[src/rtl/ohp_pkg.sv]
`default_nettype none

// =============================================================
// constants of the host port
package ohp_pkg;

    // clock and timing
    localparam int CLK_PERIOD_NS = 50;
    localparam int INIT_TIME_NS = 1000;
    localparam int INIT_CYCLES_INT = (INIT_TIME_NS + CLK_PERIOD_NS - 1) / CLK_PERIOD_NS;
    localparam logic [7:0] INIT_CYCLES = 8'(INIT_CYCLES_INT);
    localparam int FRAME_PERIOD_US = 10000;
    localparam int FRAME_HALF_CYCLES_DEF = (FRAME_PERIOD_US * 1000) / CLK_PERIOD_NS / 2;
    localparam int FRAME_CNT_W = 20;

    // synchronised pin vector layout
    localparam int PIN_W = 14;
    localparam int PIN_DATA_LSB = 0;
    localparam int PIN_SCLK = 0;
    localparam int PIN_SERIAL_DATA_IN = 1;
    localparam int PIN_PSEL0 = 8;
    localparam int PIN_PSEL1 = 9;
    localparam int PIN_WR_N = 10;
    localparam int PIN_DC = 11;
    localparam int PIN_CS_N = 12;
    localparam int PIN_RST_N = 13;
    localparam logic [PIN_W-1:0] SYNC_RST_VAL = 14'h1400;

    // protocol select codes {protocol_sel_1, protocol_sel_0}; 2'h3 acts as parallel
    localparam logic [1:0] PROTO_SER4 = 2'h0;
    localparam logic [1:0] PROTO_SER3 = 2'h1;
    localparam logic [1:0] PROTO_PAR = 2'h2;

    // serial framing: index of the last bit of a word
    localparam logic [3:0] SPI_LAST_4W = 4'h7;
    localparam logic [3:0] SPI_LAST_3W = 4'h8;

    // byte stream buffer
    localparam int BYTE_W = 8;
    localparam int FIFO_WIDTH = 9;
    localparam int FIFO_DEPTH = 16;

    typedef enum logic [0:0] {
        ST_INIT = 1'b0,
        ST_RUN = 1'b1
    } ohp_state_e;

endpackage

`default_nettype wire

[src/rtl/ohp_host_port.sv]
// Function
// - while reset input is low, the controller initialises and stays idle.
// - transfers are accepted only while chip select is low.
// - data/command high routes the parallel byte as display data.
// - data/command low routes the parallel byte to the command register.
// - four-wire serial words route to data or command by the same select; three-wire words route by their first bit.
// - device drives a frame status output showing driver state.
`timescale 1ns/100ps
`default_nettype none

module ohp_host_port
    import ohp_pkg::*;
#(
    parameter int unsigned FRAME_HALF_CYCLES = FRAME_HALF_CYCLES_DEF
)(
    input wire logic i_ref_clk,
    input wire logic i_srst,
    input wire logic i_reset_in_n,
    input wire logic i_cs_n,
    input wire logic i_dc_sel,
    input wire logic i_wr_n,
    input wire logic i_protocol_sel_0,
    input wire logic i_protocol_sel_1,
    input wire logic [7:0] i_host_data_bus,
    output logic [7:0] o_host_data_bus,
    output logic o_host_data_bus_oe,
    output logic o_frame_status_out,
    output logic o_init_active,
    output logic o_host_busy,
    output logic o_overrun,
    output logic o_byte_valid,
    input wire logic i_byte_ready,
    output logic [7:0] o_byte_data,
    output logic o_byte_is_data
);

    logic [PIN_W-1:0] pins_raw;
    logic [PIN_W-1:0] meta_reg;
    logic [PIN_W-1:0] s;

    ohp_state_e state_reg, state_next;
    logic [7:0] init_cnt_reg, init_cnt_next;
    logic [1:0] proto_reg, proto_next;
    logic [7:0] shift_reg, shift_next;
    logic [3:0] bit_cnt_reg, bit_cnt_next;
    logic pend_valid_reg, pend_valid_next;
    logic [7:0] pend_byte_reg, pend_byte_next;
    logic pend_dc_reg, pend_dc_next;
    logic overrun_reg, overrun_next;
    logic [FRAME_CNT_W-1:0] frame_cnt_reg, frame_cnt_next;
    logic frame_reg, frame_next;
    logic wr_n_d_reg, wr_n_d_next;
    logic sclk_d_reg, sclk_d_next;
    logic cap_valid;
    logic [7:0] cap_byte;
    logic cap_dc;
    logic fifo_in_ready;
    logic fifo_flush;
    logic [FIFO_WIDTH-1:0] fifo_out_data;

    // =============================================================
    // pin synchronisers
    assign pins_raw = {i_reset_in_n, i_cs_n, i_dc_sel, i_wr_n,
                       i_protocol_sel_1, i_protocol_sel_0, i_host_data_bus};

    for (genvar g = 0; g < PIN_W; g++)
    begin : g_sync
        always_ff @(posedge i_ref_clk)
        begin
            if (i_srst)
            begin
                meta_reg[g] <= SYNC_RST_VAL[g];
                s[g] <= SYNC_RST_VAL[g];
            end
            else
            begin
                meta_reg[g] <= pins_raw[g];
                s[g] <= meta_reg[g];
            end
        end
    end

    // =============================================================
    // capture and sequencing
    always_comb
    begin
        state_next = state_reg;
        init_cnt_next = init_cnt_reg;
        proto_next = proto_reg;
        shift_next = shift_reg;
        bit_cnt_next = bit_cnt_reg;
        pend_valid_next = pend_valid_reg;
        pend_byte_next = pend_byte_reg;
        pend_dc_next = pend_dc_reg;
        overrun_next = 1'b0;
        frame_cnt_next = frame_cnt_reg;
        frame_next = frame_reg;
        wr_n_d_next = s[PIN_WR_N];
        sclk_d_next = s[PIN_SCLK];
        cap_valid = 1'b0;
        cap_byte = '0;
        cap_dc = 1'b0;
        if (pend_valid_reg && fifo_in_ready)
        begin
            pend_valid_next = 1'b0;
        end
        case (state_reg)
            ST_INIT:
            begin
                proto_next = {s[PIN_PSEL1], s[PIN_PSEL0]};
                shift_next = '0;
                bit_cnt_next = '0;
                pend_valid_next = 1'b0;
                frame_cnt_next = '0;
                frame_next = 1'b0;
                if (!s[PIN_RST_N])
                begin
                    init_cnt_next = INIT_CYCLES;
                end
                else if (init_cnt_reg == '0)
                begin
                    state_next = ST_RUN;
                end
                else
                begin
                    init_cnt_next = init_cnt_reg - 1'b1;
                end
            end
            ST_RUN:
            begin
                if (frame_cnt_reg == FRAME_CNT_W'(FRAME_HALF_CYCLES - 1))
                begin
                    frame_cnt_next = '0;
                    frame_next = !frame_reg;
                end
                else
                begin
                    frame_cnt_next = frame_cnt_reg + 1'b1;
                end
                if (!s[PIN_RST_N])
                begin
                    state_next = ST_INIT;
                    init_cnt_next = INIT_CYCLES;
                    // frame status reads low from the first init cycle
                    frame_cnt_next = '0;
                    frame_next = 1'b0;
                end
                else if (s[PIN_CS_N])
                begin
                    bit_cnt_next = '0;
                end
                else if (proto_reg[1])
                begin
                    if (!wr_n_d_reg && s[PIN_WR_N])
                    begin
                        cap_valid = 1'b1;
                        cap_byte = s[PIN_DATA_LSB +: BYTE_W];
                        cap_dc = s[PIN_DC];
                    end
                end
                else if (!sclk_d_reg && s[PIN_SCLK])
                begin
                    // shift line one on line zero rising
                    shift_next = {shift_reg[6:0], s[PIN_SERIAL_DATA_IN]};
                    bit_cnt_next = bit_cnt_reg + 1'b1;
                    if (proto_reg == PROTO_SER3 && bit_cnt_reg == SPI_LAST_3W)
                    begin
                        // select pin unused, first bit carries the route
                        cap_valid = 1'b1;
                        cap_byte = {shift_reg[6:0], s[PIN_SERIAL_DATA_IN]};
                        cap_dc = shift_reg[7];
                        bit_cnt_next = '0;
                    end
                    else if (proto_reg == PROTO_SER4 && bit_cnt_reg == SPI_LAST_4W)
                    begin
                        cap_valid = 1'b1;
                        cap_byte = {shift_reg[6:0], s[PIN_SERIAL_DATA_IN]};
                        cap_dc = s[PIN_DC];
                        bit_cnt_next = '0;
                    end
                end
            end
            default:
            begin
                state_next = ST_INIT;
                init_cnt_next = INIT_CYCLES;
            end
        endcase
        // one holding slot: a byte that finds it still full is lost and flagged
        if (cap_valid)
        begin
            if (pend_valid_next)
            begin
                overrun_next = 1'b1;
            end
            else
            begin
                pend_valid_next = 1'b1;
                pend_byte_next = cap_byte;
                pend_dc_next = cap_dc;
            end
        end
    end

    always_ff @(posedge i_ref_clk)
    begin
        if (i_srst)
        begin
            state_reg <= ST_INIT;
            init_cnt_reg <= INIT_CYCLES;
            proto_reg <= PROTO_PAR;
            shift_reg <= '0;
            bit_cnt_reg <= '0;
            pend_valid_reg <= 1'b0;
            pend_byte_reg <= '0;
            pend_dc_reg <= 1'b0;
            overrun_reg <= 1'b0;
            frame_cnt_reg <= '0;
            frame_reg <= 1'b0;
            wr_n_d_reg <= 1'b1;
            sclk_d_reg <= 1'b0;
        end
        else
        begin
            state_reg <= state_next;
            init_cnt_reg <= init_cnt_next;
            proto_reg <= proto_next;
            shift_reg <= shift_next;
            bit_cnt_reg <= bit_cnt_next;
            pend_valid_reg <= pend_valid_next;
            pend_byte_reg <= pend_byte_next;
            pend_dc_reg <= pend_dc_next;
            overrun_reg <= overrun_next;
            frame_cnt_reg <= frame_cnt_next;
            frame_reg <= frame_next;
            wr_n_d_reg <= wr_n_d_next;
            sclk_d_reg <= sclk_d_next;
        end
    end

    // =============================================================
    // byte buffer and outputs
    // initialisation also empties the buffer
    assign fifo_flush = i_srst || (state_reg == ST_INIT);

    ohp_fifo #(
        .WIDTH(FIFO_WIDTH),
        .DEPTH(FIFO_DEPTH)
    ) u_fifo (
        .i_ref_clk(i_ref_clk),
        .i_srst(fifo_flush),
        .i_in_valid(pend_valid_reg),
        .o_in_ready(fifo_in_ready),
        .i_in_data({pend_dc_reg, pend_byte_reg}),
        .o_out_valid(o_byte_valid),
        .i_out_ready(i_byte_ready),
        .o_out_data(fifo_out_data)
    );

    assign o_byte_data = fifo_out_data[BYTE_W-1:0];
    assign o_byte_is_data = fifo_out_data[BYTE_W];
    // reads are not served by this block, so the bus is never driven
    assign o_host_data_bus = '0;
    assign o_host_data_bus_oe = 1'b0;
    assign o_frame_status_out = frame_reg;
    assign o_init_active = (state_reg == ST_INIT);
    assign o_host_busy = pend_valid_reg;
    assign o_overrun = overrun_reg;

endmodule // ohp_host_port

`default_nettype wire

[src/rtl/ohp_fifo.sv]
`timescale 1ns/100ps
`default_nettype none

// =============================================================
// first-in first-out buffer with registered read data
module ohp_fifo #(
    parameter int WIDTH = 9,
    parameter int DEPTH = 16
)(
    input wire logic i_ref_clk,
    input wire logic i_srst,
    input wire logic i_in_valid,
    output logic o_in_ready,
    input wire logic [WIDTH-1:0] i_in_data,
    output logic o_out_valid,
    input wire logic i_out_ready,
    output logic [WIDTH-1:0] o_out_data
);
    localparam int AW = $clog2(DEPTH);

    logic [WIDTH-1:0] mem [DEPTH];
    logic [AW-1:0] wptr_reg, wptr_next;
    logic [AW-1:0] rptr_reg, rptr_next;
    logic [AW:0] cnt_reg, cnt_next;
    logic [WIDTH-1:0] out_reg, out_next;
    logic out_valid_reg, out_valid_next;
    logic push;
    logic pop;

    assign o_in_ready = (cnt_reg != (AW+1)'(DEPTH));
    assign o_out_valid = out_valid_reg;
    assign o_out_data = out_reg;

    // =============================================================
    // pointers and output stage
    always_comb
    begin
        push = i_in_valid && o_in_ready;
        pop = (cnt_reg != '0) && (!out_valid_reg || i_out_ready);
        wptr_next = push ? wptr_reg + 1'b1 : wptr_reg;
        rptr_next = pop ? rptr_reg + 1'b1 : rptr_reg;
        cnt_next = cnt_reg;
        if (push && !pop)
        begin
            cnt_next = cnt_reg + 1'b1;
        end
        else if (pop && !push)
        begin
            cnt_next = cnt_reg - 1'b1;
        end
        out_next = out_reg;
        out_valid_next = out_valid_reg;
        if (pop)
        begin
            out_next = mem[rptr_reg];
            out_valid_next = 1'b1;
        end
        else if (i_out_ready)
        begin
            out_valid_next = 1'b0;
        end
    end

    always_ff @(posedge i_ref_clk)
    begin
        if (push)
        begin
            mem[wptr_reg] <= i_in_data;
        end
    end

    always_ff @(posedge i_ref_clk)
    begin
        if (i_srst)
        begin
            wptr_reg <= '0;
            rptr_reg <= '0;
            cnt_reg <= '0;
            out_reg <= '0;
            out_valid_reg <= 1'b0;
        end
        else
        begin
            wptr_reg <= wptr_next;
            rptr_reg <= rptr_next;
            cnt_reg <= cnt_next;
            out_reg <= out_next;
            out_valid_reg <= out_valid_next;
        end
    end

endmodule // ohp_fifo

`default_nettype wire

[config.mk]
export PLATFORM = sky130hd
export DESIGN_NAME = ohp_host_port
export DESIGN_NICKNAME = d
export VERILOG_FILES = /design/src/rtl/ohp_pkg.sv /design/src/rtl/ohp_host_port.sv /design/src/rtl/ohp_fifo.sv
export SDC_FILE = /design/constraint.sdc
export NUM_CORES = 1
export LEC_CHECK = 0
export ABC_AREA = 1
export BUFFER_PORTS_ARGS = -buffer_cell sky130_fd_sc_hd__buf_4
export CORE_MARGIN = 5
export CORE_UTILIZATION = 50
export CTS_CLUSTER_DIAMETER = 120
export DETAILED_ROUTE_END_ITERATION = 8
export GPL_ROUTABILITY_DRIVEN = 0
export PLACE_DENSITY = 0.78
export RECOVER_POWER = 50
export SLEW_MARGIN = 40
export SYNTH_ARGS = -nofsm -noshare
export SYNTH_HDL_FRONTEND = slang
export SYNTH_SLANG_ARGS = --single-unit
[constraint.sdc]
create_clock -name i_ref_clk -period 2.9 [get_ports i_ref_clk]
set_input_delay 0.58 -clock i_ref_clk [delete_from_list [all_inputs] [get_ports i_ref_clk]]
set_output_delay 0.58 -clock i_ref_clk [all_outputs]
set_load 0.1 [all_outputs]
==> run metrics <==
simple-gate share of the synthesized area 23.59%; CTS resizes 0; arrival time worst endpoint 2.87 ns; die footprint between 20000 and 25000 sq um; Pre-antenna DRT Iters 5; r2r startpoint u_fifo.cnt_reg[0]; Syn. warnings 0; area grow syn2layout 11.68%; Final Util 56.75%; final cycle utilization of the critical path 83.94%; hold_buf cts 0; crit start category flip-flop; Compound-Gate Fraction of Synth Area 5.295%; ys async rst share 0%; CP max FO 7; global-route wire length before repair 37.34 mm; P_sw 1.430 mW; Die Wd 156.2 microns; Worst Tran Pin Value about 1.2 ns; Post-Syn Area 10680 sq um; DRC 0; hold path cells 2; HPWL after DPL 14.50 mm; ANT nets after route 0; final WL about 23 mm; I/O Pins 40; Internal 5.599 mW; final setup TNS 0 ns; Fin. Hold Viols 0; multi-input gate area in the final layout 3476 sq um; Post-Synth XOR/XNOR Area around 1.2%; sequential share of power 53.6%; Critical Path End Type flip-flop; count of pins over their slew limit 0; Distinct cells, synth 41; Hold Path Sink meta_reg[10]; clock skew 0.01042 ns; #FFs+latches synth 252; # rows 53; endpoints failing setup 0; FILL cells 1774; crit-path cells nor2_1 -> nand4_1 -> nand2_1 -> inv_1 -> ha_1 -> inv_1 -> fa_1 -> nand2_1 -> nand2_1 -> a21oi_1 -> xor2_1 -> nand2_1 -> a21oi_1; total grt overflow 0; maxcap violations 0; RSZ-0062 raised after global routing false; Clock power frac 44.5%; EDFF count, synth 144; crit path kind flip-flop to flip-flop; largest family of logic cells by synthesized area simple AND/OR/NAND/NOR gates; Worst Hold Class input port to flip-flop; leakage 4.562 nW; post-CTS setup buffers 0; Reg area 6489 sq um; Gate Count Post-Synth around 1200; sequential fraction of the synthesis area 60.72%; Min-Delay Startpoint i_wr_n; gr usage total 18.71%; Max Root-Sink Buffers 3; PortBufs 30; maximum vdd drop 0.4397 mV; Starting Density between 50% and 60%; core box area 21020 sq um; Max Fclk 0.4108 GHz; synthesized area per cell 9.106 sq um; wire length per cell 15.11 microns; Vias/cell 5.206; CTS H-tree depth 1; CTS tree done; Slowest-stage cell, CP dfxtp_1; ant diodes 0; min Tclk post-route about 2.4 ns; Reg2Reg Setup Slack 0.47 ns; Vias 7798; Post-layout nets 1237; PwrDens 589.2 nW/um^2; vias in the first global route roughly 8000; initial antenna violation count 0; Root Buffer clkbuf_16; CTS Sinks 252; Die Y 156.2 microns; drt initial violations around 600; max FFs per register 144; status completed; post-synthesis mux area share less than 1%; most used cell, CP nand2_1; ratio of cells with drive above 1 in the final layout between 7 and 8%; Reg clk slew, reported paths roughly 0.07 ns; Reg-to-Reg End u_fifo.cnt_reg[4]; Critical Path RT 3.33 ns; Gate power share 1.8%; Max-slew headroom 19.62%; largest net degree at the start of global routing 56; worst r2r path cells 13; CP max stage delay 0.43 ns; Main synth FF type edfxtp_1; switching share of power 20.34%; Clock Latency Late Sink 0.51 ns; Post-Synth Adder-Cell Area 1.827%; cts bufs inserted 25
[placed cells by master, fill, tap and decap left out, drive strengths merged]
master	synthesis	layout
a211oi	1	1
a21boi	1	1
a21oi	39	39
a22oi	5	5
buf	39	41
bufinv	0	1
clkbuf	16	42
clkinv	3	15
clkinvlp	0	1
conb	1	9
dfxtp	108	108
edfxtp	144	144
fa	1	1
ha	14	14
inv	120	120
mux2i	3	3
nand2	262	262
nand2b	1	1
nand3	92	92
nand3b	1	1
nand4	23	23
nor2	197	197
nor3	18	18
nor4	1	1
o21ai	59	59
o22ai	1	1
o41ai	1	1
or2	7	7
xnor2	1	1
xor2	14	14
[power groups by stage]
| stage | combinational [mW] | clock, mW | sequential (mW) |
|---|---|---|---|
| 6_report | 0.129 | 3.13 | 3.77 |
| 4_1_cts | 0.130 | 3.18 | 3.77 |
| 5_1_grt | 0.144 | 3.35 | 3.77 |
| 3_5_place_dp | 0.130 | 0 | 3.85 |
| 3_3_place_gp | 0.129 | 0 | 3.85 |
| 2_1_floorplan | 0.118 | 0 | 3.84 |
[stage by stage]
step                hold WS (ns)  std cells  setup WS [ns]  power, mW  instance area, sq um
global route              0.2499       1498         0.2243      7.265                 11930
floorplan                 0.3883       1181         0.2058      3.959                 10710
detailed placement        0.3916       1453         0.5351      3.977                 11160
global placement          0.3911       1453         0.6015      3.975                 11160
finish                    0.2593       1498         0.4659      7.029                 11930
CTS                       0.2374       1498         0.5132      7.080                 11970
[how the worst max path moves through the flow]
| stage | start | endpoint | depth (start not counted) |
|---|---|---|---|
| final | u_fifo.cnt_reg[0] | u_fifo.cnt_reg[4] | 13 |
| after global routing | u_fifo.cnt_reg[0] | u_fifo.cnt_reg[4] | 13 |
| after CTS | u_fifo.cnt_reg[0] | u_fifo.cnt_reg[4] | 13 |
| after detailed placement | u_fifo.cnt_reg[0] | u_fifo.cnt_reg[4] | 13 |
| after global placement | i_srst | u_fifo.cnt_reg[2] | 6 |
| after floorplan | o_host_busy | u_fifo.cnt_reg[4] | 11 |
[Yosys cell counts, drive strengths merged, types with 3 or more instances]
| cell | n | area share, % |
|---|---|---|
| nand2 | 262 | 9.2 |
| nor2 | 197 | 6.9 |
| edfxtp | 144 | 40 |
| inv | 120 | 4.2 |
| dfxtp | 108 | 20 |
| nand3 | 92 | 4.4 |
| o21ai | 59 | 2.8 |
| a21oi | 39 | 1.9 |
| buf | 39 | 2.1 |
| nand4 | 23 | 1.3 |
| nor3 | 18 | 1.0 |
| clkbuf | 16 | 0.56 |
| ha | 14 | 1.6 |
| xor2 | 14 | 1.1 |
| or2 | 7 | 0.43 |
| a22oi | 5 | 0.35 |
| clkinv | 3 | 0.11 |
| mux2i | 3 | 0.28 |
[cells by family (layout without fill, tap and decap cells)]
logic type | count (synthesis) | count (layout)
XOR/XNOR | 15 | 15
AND/OR/NAND/NOR | 602 | 602
flip-flops | 252 | 252
buffers and inverters | 178 | 220
other | 1 | 9
adder cells (fa/ha/maj) | 15 | 15
multiplexers | 3 | 3
AO/OA/AOI/OAI | 107 | 107
[area by class of cell]
type	count	area share (%)
sequential	252	54.39
timing repair buffer	52	2.926
clock inverter	14	0.9125
tap	275	2.884
inverter	123	3.881
multi-input combinational	751	29.14
clock buffer	31	5.863
[critical path: cells and delay by family (launching register included)]
| kind | cells | cell delay (ns) |
|---|---|---|
| compound gates | 2 | 0.26 |
| xor+xnor | 1 | 0.16 |
| fa+ha+maj | 2 | 0.64 |
| buf+inv | 2 | 0.33 |
| flops | 1 | 0.43 |
| simple gates | 6 | 0.54 |
[routing by layer]
metal	routed length (microns)	GRT usage [%]	up-vias	share of wire, %
li1	-	-	3859	-
met5	0	0	-	0
met4	522	5.413	0	2.3
met2	11300	33.24	279	50
met1	9249	23.51	3618	41
met3	1560	3.273	42	6.9
(Power assumes the default switching activity.)
